$ cat src/hw/spg_cfg.svh
`ifndef SPG_CFG_SVH
`define SPG_CFG_SVH
// power-up access delay in microseconds and its cycle count at 100 MHz
`define SPG_CLK_MHZ 100
`define SPG_ACCESS_DELAY_US 200
`define SPG_ACCESS_DELAY_CYC (`SPG_ACCESS_DELAY_US * `SPG_CLK_MHZ)
// internal power-on reset settle time, cycles
`define SPG_POR_CYC 16
// pulses needed in a hardware reset sequence
`define SPG_HWRST_PULSES 4
`endif

$ cat src/hw/spg_pkg.sv
package spg_pkg;
    typedef enum logic [1:0] {
        SPG_MODE0 = 2'b00,
        SPG_MODE3 = 2'b11
    } spg_mode_t;

    typedef enum {
        SPG_POR,
        SPG_STANDBY,
        SPG_ACTIVE
    } spg_state_t;

    typedef struct packed {
        logic cs_n;
        logic sck;
        logic rst_data;
    } spg_pins_t;
endpackage

$ cat src/hw/spg_gate.sv
// Behaviour
// - output pin undriven after power or reset
// - commands need a chip-select falling edge
// - clock level at select picks mode
// - during power-on reset ignore all commands
// - hardware reset sequence restarts power-on reset
`timescale 1ns/100ps
`include "spg_cfg.svh"
module spg_gate #(
    parameter int POR_CYC = `SPG_POR_CYC,
    parameter int HWRST_PULSES = `SPG_HWRST_PULSES
) (
    input wire logic clk_i,
    input wire logic sys_rst_i,
    input wire spg_pkg::spg_pins_t pins_i,
    input wire logic out_req_i,
    input wire logic out_bit_i,
    output logic so_o,
    output logic so_oe_n_o,
    output logic por_busy_o,
    output logic cmd_open_o,
    output logic cs_fall_o,
    output spg_pkg::spg_mode_t mode_o
);
    // a select held low through reset shows up as a fall two edges after
    // release; power-on reset must outlast the sync so that fall is dropped
    if (POR_CYC < 3) begin : g_por_short
        $error("spg_gate: POR_CYC below synchroniser latency");
    end
    // the sequence counter is four bits wide
    if (HWRST_PULSES < 1 || HWRST_PULSES > 15) begin : g_pulse_range
        $error("spg_gate: HWRST_PULSES out of range");
    end

    spg_pkg::spg_pins_t m_q, s_q, p_q;
    spg_pkg::spg_state_t st_q;
    logic [$clog2(POR_CYC+1)-1:0] por_cnt_q;
    logic [3:0] rst_cnt_q;
    logic cs_fall, cs_rise, rd_rise, hw_rst;

    // a select edge counts only once power-on reset has let go
    function automatic logic edge_counts(input logic fall,
            input spg_pkg::spg_state_t st);
        return fall && st != spg_pkg::SPG_POR;
    endfunction

    // two-flop sync, then one more stage for edge finding
    always_ff @(posedge clk_i or posedge sys_rst_i) begin
        if (sys_rst_i) begin
            m_q <= '1;
            s_q <= '1;
            p_q <= '1;
        end else begin
            m_q <= pins_i;
            s_q <= m_q;
            p_q <= s_q;
        end
    end

    assign cs_fall = p_q.cs_n & ~s_q.cs_n;
    assign cs_rise = ~p_q.cs_n & s_q.cs_n;
    assign rd_rise = ~p_q.rst_data & s_q.rst_data;
    // hardware reset: data pulses while select stays high, clock low
    assign hw_rst = (rst_cnt_q == 4'(HWRST_PULSES - 1)) && rd_rise && s_q.cs_n
        && !s_q.sck;

    always_ff @(posedge clk_i or posedge sys_rst_i) begin
        if (sys_rst_i) begin
            rst_cnt_q <= 4'h0;
        end else if (!s_q.cs_n || s_q.sck || hw_rst) begin
            rst_cnt_q <= 4'h0;
        end else if (rd_rise) begin
            rst_cnt_q <= rst_cnt_q + 4'h1;
        end
    end

    always_ff @(posedge clk_i or posedge sys_rst_i) begin
        if (sys_rst_i) begin
            st_q <= spg_pkg::SPG_POR;
            por_cnt_q <= '0;
        end else if (hw_rst) begin
            st_q <= spg_pkg::SPG_POR;
            por_cnt_q <= '0;
        end else begin
            unique case (st_q)
                spg_pkg::SPG_POR: begin
                    // pins ignored here
                    if (por_cnt_q == ($bits(por_cnt_q))'(POR_CYC - 1)) begin
                        st_q <= spg_pkg::SPG_STANDBY;
                    end else begin
                        por_cnt_q <= por_cnt_q + 1'b1;
                    end
                end
                spg_pkg::SPG_STANDBY: begin
                    // select already low at release is not an edge
                    if (cs_fall) begin
                        st_q <= spg_pkg::SPG_ACTIVE;
                    end
                end
                spg_pkg::SPG_ACTIVE: begin
                    if (cs_rise) begin
                        st_q <= spg_pkg::SPG_STANDBY;
                    end
                end
            endcase
        end
    end

    always_ff @(posedge clk_i or posedge sys_rst_i) begin
        if (sys_rst_i) begin
            mode_o <= spg_pkg::SPG_MODE0;
            cs_fall_o <= 1'b0;
        end else begin
            cs_fall_o <= edge_counts(cs_fall, st_q);
            if (edge_counts(cs_fall, st_q)) begin
                mode_o <= s_q.sck ? spg_pkg::SPG_MODE3 : spg_pkg::SPG_MODE0;
            end
        end
    end

    always_ff @(posedge clk_i or posedge sys_rst_i) begin
        if (sys_rst_i) begin
            so_o <= 1'b0;
            so_oe_n_o <= 1'b1;
            por_busy_o <= 1'b1;
            cmd_open_o <= 1'b0;
        end else begin
            // a restart inside power-on reset must not blink busy low
            por_busy_o <= st_q == spg_pkg::SPG_POR || hw_rst;
            cmd_open_o <= st_q == spg_pkg::SPG_ACTIVE && !cs_rise && !hw_rst;
            // drive only inside an opened command that asks for output
            so_oe_n_o <= !(st_q == spg_pkg::SPG_ACTIVE && !s_q.cs_n && out_req_i);
            so_o <= out_bit_i;
        end
    end

    sel_mode_a: assert property (@(posedge clk_i) disable iff (sys_rst_i)
        cs_fall && st_q != spg_pkg::SPG_POR |=> mode_o == ($past(s_q.sck)
        ? spg_pkg::SPG_MODE3 : spg_pkg::SPG_MODE0))
        else $error("mode not taken from clock level");

    por_quiet_a: assert property (@(posedge clk_i) disable iff (sys_rst_i)
        st_q == spg_pkg::SPG_POR |=> !cmd_open_o && so_oe_n_o)
        else $error("activity during power-on reset");

    hiz_idle_a: assert property (@(posedge clk_i) disable iff (sys_rst_i)
        st_q != spg_pkg::SPG_ACTIVE |=> so_oe_n_o)
        else $error("output driven outside a command");

    need_edge_a: assert property (@(posedge clk_i) disable iff (sys_rst_i)
        $rose(cmd_open_o) |-> $past(cs_fall, 2))
        else $error("command opened without select edge");

    hw_restart_a: assert property (@(posedge clk_i) disable iff (sys_rst_i)
        hw_rst |=> st_q == spg_pkg::SPG_POR ##1 por_busy_o)
        else $error("reset sequence did not restart");

    por_end_a: assert property (@(posedge clk_i) disable iff (sys_rst_i)
        st_q == spg_pkg::SPG_POR && !hw_rst
        && por_cnt_q == ($bits(por_cnt_q))'(POR_CYC - 1)
        |=> st_q == spg_pkg::SPG_STANDBY ##1 !cmd_open_o)
        else $error("power-on reset end not standby");

    // a level here would make the partner count one frame twice
    fall_pulse_a: assert property (@(posedge clk_i) disable iff (sys_rst_i)
        cs_fall_o |=> !cs_fall_o)
        else $error("select pulse longer than one cycle");

    open_close_a: assert property (@(posedge clk_i) disable iff (sys_rst_i)
        cs_rise |=> !cmd_open_o)
        else $error("command window open after select rise");

    // a select that was already low at release must not open a command
    standby_hold_a: assert property (@(posedge clk_i) disable iff (sys_rst_i)
        st_q == spg_pkg::SPG_STANDBY && !cs_fall |=> st_q != spg_pkg::SPG_ACTIVE)
        else $error("command opened from standby without an edge");

    busy_track_a: assert property (@(posedge clk_i) disable iff (sys_rst_i)
        st_q == spg_pkg::SPG_POR |=> por_busy_o)
        else $error("busy flag low during power-on reset");

    por_mute_a: assert property (@(posedge clk_i) disable iff (sys_rst_i)
        st_q == spg_pkg::SPG_POR |=> !cs_fall_o && $stable(mode_o))
        else $error("select edge taken during power-on reset");

    mode_hold_a: assert property (@(posedge clk_i) disable iff (sys_rst_i)
        !edge_counts(cs_fall, st_q) |=> $stable(mode_o))
        else $error("mode changed without a select edge");

    // the pin may only leave high impedance inside an open command
    drive_open_a: assert property (@(posedge clk_i) disable iff (sys_rst_i)
        !so_oe_n_o |-> cmd_open_o)
        else $error("output driven without an open command");

    hiz_select_a: assert property (@(posedge clk_i) disable iff (sys_rst_i)
        s_q.cs_n |=> so_oe_n_o)
        else $error("output driven while select is high");

    req_gate_a: assert property (@(posedge clk_i) disable iff (sys_rst_i)
        !out_req_i |=> so_oe_n_o)
        else $error("output driven without a request");

    seq_count_a: assert property (@(posedge clk_i) disable iff (sys_rst_i)
        rst_cnt_q < 4'(HWRST_PULSES))
        else $error("reset sequence count overran");

    // any select activity breaks a half-done sequence
    seq_clear_a: assert property (@(posedge clk_i) disable iff (sys_rst_i)
        !s_q.cs_n |=> rst_cnt_q == 4'h0)
        else $error("reset sequence survived a select");

    // the counter parks at its last value once standby is reached
    por_count_a: assert property (@(posedge clk_i) disable iff (sys_rst_i)
        por_cnt_q < ($bits(por_cnt_q))'(POR_CYC))
        else $error("power-on reset counter overran");

    // busy must drop so the host knows access is allowed
    busy_clear_a: assert property (@(posedge clk_i) disable iff (sys_rst_i)
        st_q == spg_pkg::SPG_STANDBY && !hw_rst |=> !por_busy_o)
        else $error("busy flag stuck in standby");
endmodule

$ cat config.mk
export PLATFORM = sky130hd
export DESIGN_NAME = spg_gate
export DESIGN_NICKNAME = d
export VERILOG_FILES = /design/src/hw/spg_pkg.sv /design/src/hw/spg_gate.sv
export VERILOG_INCLUDE_DIRS = /design/src /design/src/hw
export SDC_FILE = /design/constraint.sdc
export NUM_CORES = 1
export LEC_CHECK = 0
export BUFFER_PORTS_ARGS = -buffer_cell sky130_fd_sc_hd__buf_4
export CORE_MARGIN = 2
export CORE_UTILIZATION = 40
export CTS_CLUSTER_DIAMETER = 150
export DETAILED_ROUTE_END_ITERATION = 8
export HOLD_SLACK_MARGIN = 0.12
export PLACE_DENSITY = 0.65
export SETUP_SLACK_MARGIN = 0.15
export SKIP_LAST_GASP = 1
export SLEW_MARGIN = 0
export SYNTH_ARGS = -nofsm -noshare
export SYNTH_HDL_FRONTEND = slang
export SYNTH_SLANG_ARGS = --single-unit
export TNS_END_PERCENT = 30
$ cat constraint.sdc
create_clock -name clk_i -period 3.4 [get_ports clk_i]
set_input_delay 0.68 -clock clk_i [delete_from_list [all_inputs] [get_ports clk_i]]
set_output_delay 0.68 -clock clk_i [all_outputs]
set_load 0.1 [all_outputs]
==> results.toml, run 1 <==
[critical_path]
critical_path.most_common_cell = "sky130_fd_sc_hd__ha_1"
worstReg2RegEnd = "por_cnt_q[3]$_DFFE_PP0P_"
arrival_ns = 2.24
worstSetupStartpointType = "flip-flop"
stages_on_worst_setup_path = 6
setup.worst_path.class = "flip-flop to flip-flop"
startpoint_of_the_most_critical_register_to_register_path = "por_cnt_q[0]$_DFFE_PP0P_"
timing.critical_path.buf_inv = 0
crit_path_end_kind = "flip-flop"
top_family_by_delay_on_critical_path = "simple AND/OR/NAND/NOR gates"
timing.reg2reg.setup_slack_ns = 1.41
reg2reg_depth = 6
cp.required_ns = 3.65
slowest_stage = "sky130_fd_sc_hd__dfrtp_1"
critPathMaxStageDelay_ns = 0.43
critical_path.startpoint = "por_cnt_q[0]$_DFFE_PP0P_"
critPathCapture = "por_cnt_q[3]$_DFFE_PP0P_"
path_max_fanout = 4
cp_cell_sequence = "ha_1, and3_1, ha_1, or3_4, or3_1, a21oi_2"

[timing]
worst_pin_slew_ns = 0.912
maxSlewViolCount = 0
maximum_frequency_from_static_timing_analysis_mhz = 503
clock_skew_ns = 0.00163
fin_crit_sh_pct = 58.5
report.final.hold_viol_count = 0
slew_headroom_pct = 39.1
unrepaired_setup_endpoints_after_global_routing = "false"
setup_total_negative_slack_ns = 0
final.hold.worst_slack_ns = 0.365
finalCriticalPeriod_ns = 1.99
timing.final.setup_violations = 0

[yosys]
synth_cell_types = 31
ys_seq_elements = 25
synth_ff_type = "sky130_fd_sc_hd__dfrtp_1"
share_of_flip_flops_with_an_asynchronous_set_or_reset_after_synthesis_pct = 100
synth_sequential_area_ratio_pct = 62.8
syn_inst = 81
synth_nets = 91
synth-warning-count = 0
synthesis.area_per_instance_um2 = 12.5
syn_area_um2 = 1020
synth_edf_count = 0

[layout]
layout_commonest_cell = "sky130_fd_sc_hd__dfrtp_1"
antennaDiodeCount = 0
most-common-layout-cells = "sky130_fd_sc_hd__dfrtp_1 (15), sky130_fd_sc_hd__buf_4 (13), sky130_fd_sc_hd__dfstp_2 (10)"
final_layout_size_suffix_gt1_share_pct = 35.1
areaGrowthSynthToFinish_pct = 15.1
layout.nets = 108

[clock_tree]
cts-hold-fix-buffers = 0
cts-root-buf = "sky130_fd_sc_hd__clkbuf_4"
clkSlewWorstSetupHoldPaths_ns = 0.13
cts.repair.resized = 0
cts_max_path_buffers = 2
cts_tree = "built"
tritoncts.num_buffers = 3
cts_sinks = 25
worstSkewPairLatency_ns = 0.31
h-tree-depth = 1
cts_setup_buffers = 0

[die]
floorplan.die_area_um2 = 2960
design.core.area_um2 = 2430
die-width_um = 54.4
number_of_rows_in_the_core_area = 18
die_y_um = 54.4
top_level_ports = 14
initial_utilization_pct = 41.8

[grt]
globalRouteTotalUtil_pct = 12.5
overflow = 0
grt_antenna_before_repair = 0
grt_pass1_wl_um = 2640
grt_max_degree = 26
vias_in_the_first_global_route = 619

[flow_run]
cap_violations = 0

[route]
routed_wirelength_um = 1530
firstDrtPassIters = 4
final_antenna_net_count = 0
remaining_drc_errors = 0
drt-wirelength-per-cell_um = 12.0
via_per_inst = 4.99
detail_route.iter0.violations = 5
via_count = 634

[placed_design]
detailed_place_hpwl_um = 1100
routabilityCongestion = 0.741
portBuffers = 13

[hold_path]
worstHoldPathType = "flip-flop to flip-flop"

[run_status]
outcome = "completed"

[power]
power.leakage_nw = 0.517
ir_worst_vdd_mv = 0.436
power_density_nw_per_um2 = 809
## logic make-up (layout without fill, tap and decap cells)
group	count (synthesis)	in the layout	share of synthesized area [%]
mux	2	2	2.09
simple gates	33	33	20.2
fa+ha+maj	3	3	3.69
buf+inv	4	20	1.85
flops	25	25	62.8
compound gates	11	11	6.77
xor+xnor	3	3	2.59
## flip-flops by register name (all words and copies together) (netlist names)
register	count
m_q	3
rst_cnt_q	4
por_busy_o	1
por_cnt_q	5
s_q	3
mode_o	1
so_oe_n_o	1
p_q	2
cmd_open_o	1
so_o	1
st_q	2
cs_fall_o	1
## Yosys cell counts (all sizes together), types with 2 or more instances
cell	number	share of area, %
dfrtp	15	37
dfstp	10	26
nor2	7	2.6
a21oi	6	3.3
nand2	4	1.5
ha	3	3.7
inv	3	1.1
nor3	3	1.5
or3	3	2.3
nand2b	2	1.2
nand3	2	0.99
nand3b	2	1.5
o21ai	2	0.99
or2	2	1.2
or3b	2	1.7
xnor2	2	1.7
## routing by layer
| metal | GRT usage (%) | part of all wire, % | vias to the layer above |
|---|---|---|---|
| li1 | - | - | 313 |
| met1 | 17.0 | 49 | 307 |
| met2 | 19.5 | 46 | 14 |
| met3 | 2.73 | 4.8 | 0 |
| met4 | 5.00 | 0 | 0 |
| met5 | 0 | 0 | - |
## report_power, final
group	switching [W]	internal (W)	total [W]
registers	0.0000494	0.000369	0.000419
clock network	0.0000843	0.0000458	0.000130
logic	0.000274	0.000123	0.000398
## through the flow
step           total power [W]  util [%]  setup WS [ns]  cells  area (um^2)
6_report              0.000947      48.1           1.41    127         1170
5_1_grt                0.00101      48.1           1.33    127         1170
4_1_cts               0.000956      48.1           1.41    127         1170
3_5_place_dp          0.000825      47.0           1.44    123         1140
3_3_place_gp          0.000812      47.0           1.48    123         1140
2_1_floorplan         0.000750         -           1.38     81         1020
## area by class of cell
type | count | area (um^2)
fillers | 227 | 1260
flip-flops and latches | 25 | 638
multi-input cells | 52 | 359
repair buffers | 13 | 97.6
well taps | 30 | 37.5
clock buffers | 4 | 26.3
inverters | 3 | 11.3
## worst min path at each step
stage	from	end	slack [ns]	cells after the start
after floorplan	m_q[0]$_DFF_PP1_	s_q[0]$_DFF_PP1_	0.35	0
after global placement	m_q[0]$_DFF_PP1_	s_q[0]$_DFF_PP1_	0.35	0
after detailed placement	m_q[1]$_DFF_PP1_	s_q[1]$_DFF_PP1_	0.35	0
after CTS	m_q[1]$_DFF_PP1_	s_q[1]$_DFF_PP1_	0.37	0
after global routing	m_q[2]$_DFF_PP1_	s_q[2]$_DFF_PP1_	0.37	0
final	m_q[0]$_DFF_PP1_	s_q[0]$_DFF_PP1_	0.36	0
No activity file was read; power rests on OpenSTA's default activity.
==> run 2: changes to the inputs <==
--- a/config.mk
+++ b/config.mk
@@ -12,7 +12,7 @@
 export CTS_CLUSTER_DIAMETER = 150
 export DETAILED_ROUTE_END_ITERATION = 8
 export HOLD_SLACK_MARGIN = 0.12
-export PLACE_DENSITY = 0.65
+export PLACE_DENSITY = 0.67
 export SETUP_SLACK_MARGIN = 0.15
 export SKIP_LAST_GASP = 1
 export SLEW_MARGIN = 0
==> constraint.sdc (replaced) <==
create_clock -name clk_i -period 1.8 [get_ports clk_i]
set_input_delay 0.36 -clock clk_i [delete_from_list [all_inputs] [get_ports clk_i]]
set_output_delay 0.36 -clock clk_i [all_outputs]
set_load 0.1 [all_outputs]
==> run 2 against run 1 <==
Against the previous run: sequential share of layout area decreased by 4.5 points; critical path depth unchanged; flip-flop and latch count unchanged; count of clock-buffer cells in the layout down 1; routed wire length up 4.1%; via count up 4.9%; power is 100% higher; register-to-register slack worse by 1.4 ns; critical path type unchanged.
==> results.toml, run 2 (synthesis gave the netlist of run 1 again) <==
[clock_tree]
h-tree-depth = 1
tritoncts.num_buffers = 3
cts_tree = "built"
cts_max_path_buffers = 2
cts-root-buf = "sky130_fd_sc_hd__clkbuf_4"
cts_sinks = 25
worstSkewPairLatency_ns = 0.31
clkSlewWorstSetupHoldPaths_ns = 0.13

[route]
drt-wirelength-per-cell_um = 11.7
firstDrtPassIters = 4
via_per_inst = 4.89
remaining_drc_errors = 0
final_antenna_net_count = 0
routed_wirelength_um = 1590
detail_route.iter0.violations = 6
via_count = 665

[critical_path]
timing.critical_path.buf_inv = 0
crit_path_end_kind = "flip-flop"
stages_on_worst_setup_path = 6
slowest_stage = "sky130_fd_sc_hd__dfrtp_1"
worstReg2RegEnd = "por_cnt_q[3]$_DFFE_PP0P_"
critical_path.startpoint = "por_cnt_q[1]$_DFFE_PP0P_"
critical_path.most_common_cell = "sky130_fd_sc_hd__or3_4"
cp_cell_sequence = "ha_2, and3_4, ha_4, or3_4, or3_4, a21oi_2"
critPathMaxStageDelay_ns = 0.42
path_max_fanout = 4
startpoint_of_the_most_critical_register_to_register_path = "por_cnt_q[1]$_DFFE_PP0P_"
setup.worst_path.class = "flip-flop to flip-flop"
cp.required_ns = 2.05
critPathCapture = "por_cnt_q[3]$_DFFE_PP0P_"
worstSetupStartpointType = "flip-flop"
reg2reg_depth = 6
arrival_ns = 2.04
timing.reg2reg.setup_slack_ns = 0.01
top_family_by_delay_on_critical_path = "simple AND/OR/NAND/NOR gates"

[die]
die-width_um = 54.4
initial_utilization_pct = 41.8
design.core.area_um2 = 2430
top_level_ports = 14
number_of_rows_in_the_core_area = 18
floorplan.die_area_um2 = 2960
die_y_um = 54.4

[grt]
vias_in_the_first_global_route = 635
grt_antenna_before_repair = 0
grt_max_degree = 26
overflow = 0
grt_pass1_wl_um = 2710
globalRouteTotalUtil_pct = 13.3

[hold_path]
min-delay-start = "out_bit_i"
worstHoldPathType = "input port to flip-flop"

[placed_design]
routabilityCongestion = 0.740
place_ws_ns = 0.0480
portBuffers = 13
detailed_place_hpwl_um = 1100

[layout]
registers.top_by_ff_count = "por_cnt_q"
reg_top3 = "por_cnt_q (5), rst_cnt_q (4)"
largest_register_ffs = 5
areaGrowthSynthToFinish_pct = 25.6
multi_input_area_um2 = 384
fill_cells = 220
final_layout_size_suffix_gt1_share_pct = 41.5
layout_commonest_cell = "sky130_fd_sc_hd__buf_4"
layout.nets = 117
antennaDiodeCount = 0
seq_area_um2 = 638
most-common-layout-cells = "sky130_fd_sc_hd__buf_4 (18), sky130_fd_sc_hd__dfrtp_1 (15), sky130_fd_sc_hd__dfstp_2 (10)"

[flow_run]
cap_violations = 0

[timing]
fin_crit_sh_pct = 99.2
finalCriticalPeriod_ns = 1.79
worst_pin_slew_ns = 0.572
timing.final.setup_violations = 0
clock_skew_ns = 0.00368
maxSlewViolCount = 0
report.final.hold_viol_count = 0
maximum_frequency_from_static_timing_analysis_mhz = 560
slew_headroom_pct = 61.6
unrepaired_setup_endpoints_after_global_routing = "true"
layout_setup_ws_ns = 0.0138

[power]
ir_worst_vdd_mv = 0.864
power.leakage_nw = 0.552
power_density_nw_per_um2 = 1480
design_power_total_w = 0.00189

[run_status]
outcome = "completed"
-- run 2: cell types whose count changed in the layout (fill, tap and decap cells not counted), sizes merged --
cell / before / now
buf: 13 / 18
clkinvlp: 0 / 1
dlygate4sd3: 0 / 4
clkbuf: 4 / 3
-- run 2: cell type report --
cell class | instances | area share, %
Sequential cell | 25 | 50.0
Multi-Input combinational cell | 52 | 30.1
Timing Repair Buffer | 22 | 13.7
Tap cell | 30 | 2.94
Clock buffer | 3 | 1.76
Inverter | 3 | 0.882
Clock inverter | 1 | 0.588
-- run 2: metal layers --
| layer | share of wire, % | track usage [%] |
|---|---|---|
| met5 | 0 | 0 |
| met4 | 0.94 | 7.50 |
| met3 | 4.7 | 3.28 |
| met2 | 50 | 21.7 |
| met1 | 45 | 16.0 |
-- run 2: power breakdown --
| part | switching, W | internal (W) | total [W] |
|---|---|---|---|
| registers | 0.0000959 | 0.000697 | 0.000793 |
| logic | 0.000541 | 0.000312 | 0.000854 |
| clock network | 0.000161 | 0.0000847 | 0.000245 |
-- run 2: worst register-to-register path, stage by stage, from the launching register on --
cell                      delay [ns]
sky130_fd_sc_hd__dfrtp_1        0.42
sky130_fd_sc_hd__ha_2           0.19
sky130_fd_sc_hd__and3_4         0.18
sky130_fd_sc_hd__ha_4           0.16
sky130_fd_sc_hd__or3_4          0.33
sky130_fd_sc_hd__or3_4          0.33
sky130_fd_sc_hd__a21oi_2        0.11
-- run 2: what timing repair did --
item,4_1_cts,5_1_grt
hold endpoints to repair,17,1
buffers inserted,2,1
cloned,0,0
endpoints found under the setup margin,3,5
resized for setup,0,1
hold buffers,3,1
-- run 2: worst min path at each step --
stage / end / slack (ns) / cells past startpoint
2_1_floorplan: s_q[0]$_DFF_PP1_ / 0.35 / 0
3_3_place_gp: s_q[0]$_DFF_PP1_ / 0.35 / 0
3_5_place_dp: s_q[1]$_DFF_PP1_ / 0.35 / 0
4_1_cts: m_q[2]$_DFF_PP1_ / 0.12 / 1
5_1_grt: so_o$_DFF_PP0_ / 0.13 / 1
6_report: so_o$_DFF_PP0_ / 0.14 / 1
-- run 2: metrics by stage --
stage,cells,hold WS [ns],util (%),instance area (um^2),TNS [ns]
2_1_floorplan,81,0.345,-,1040,0
3_3_place_gp,125,0.346,48.5,1180,0
3_5_place_dp,125,0.347,48.5,1180,0
4_1_cts,134,0.124,51.5,1250,0
5_1_grt,136,0.127,52.5,1280,-0.0518
6_report,136,0.145,52.5,1280,0
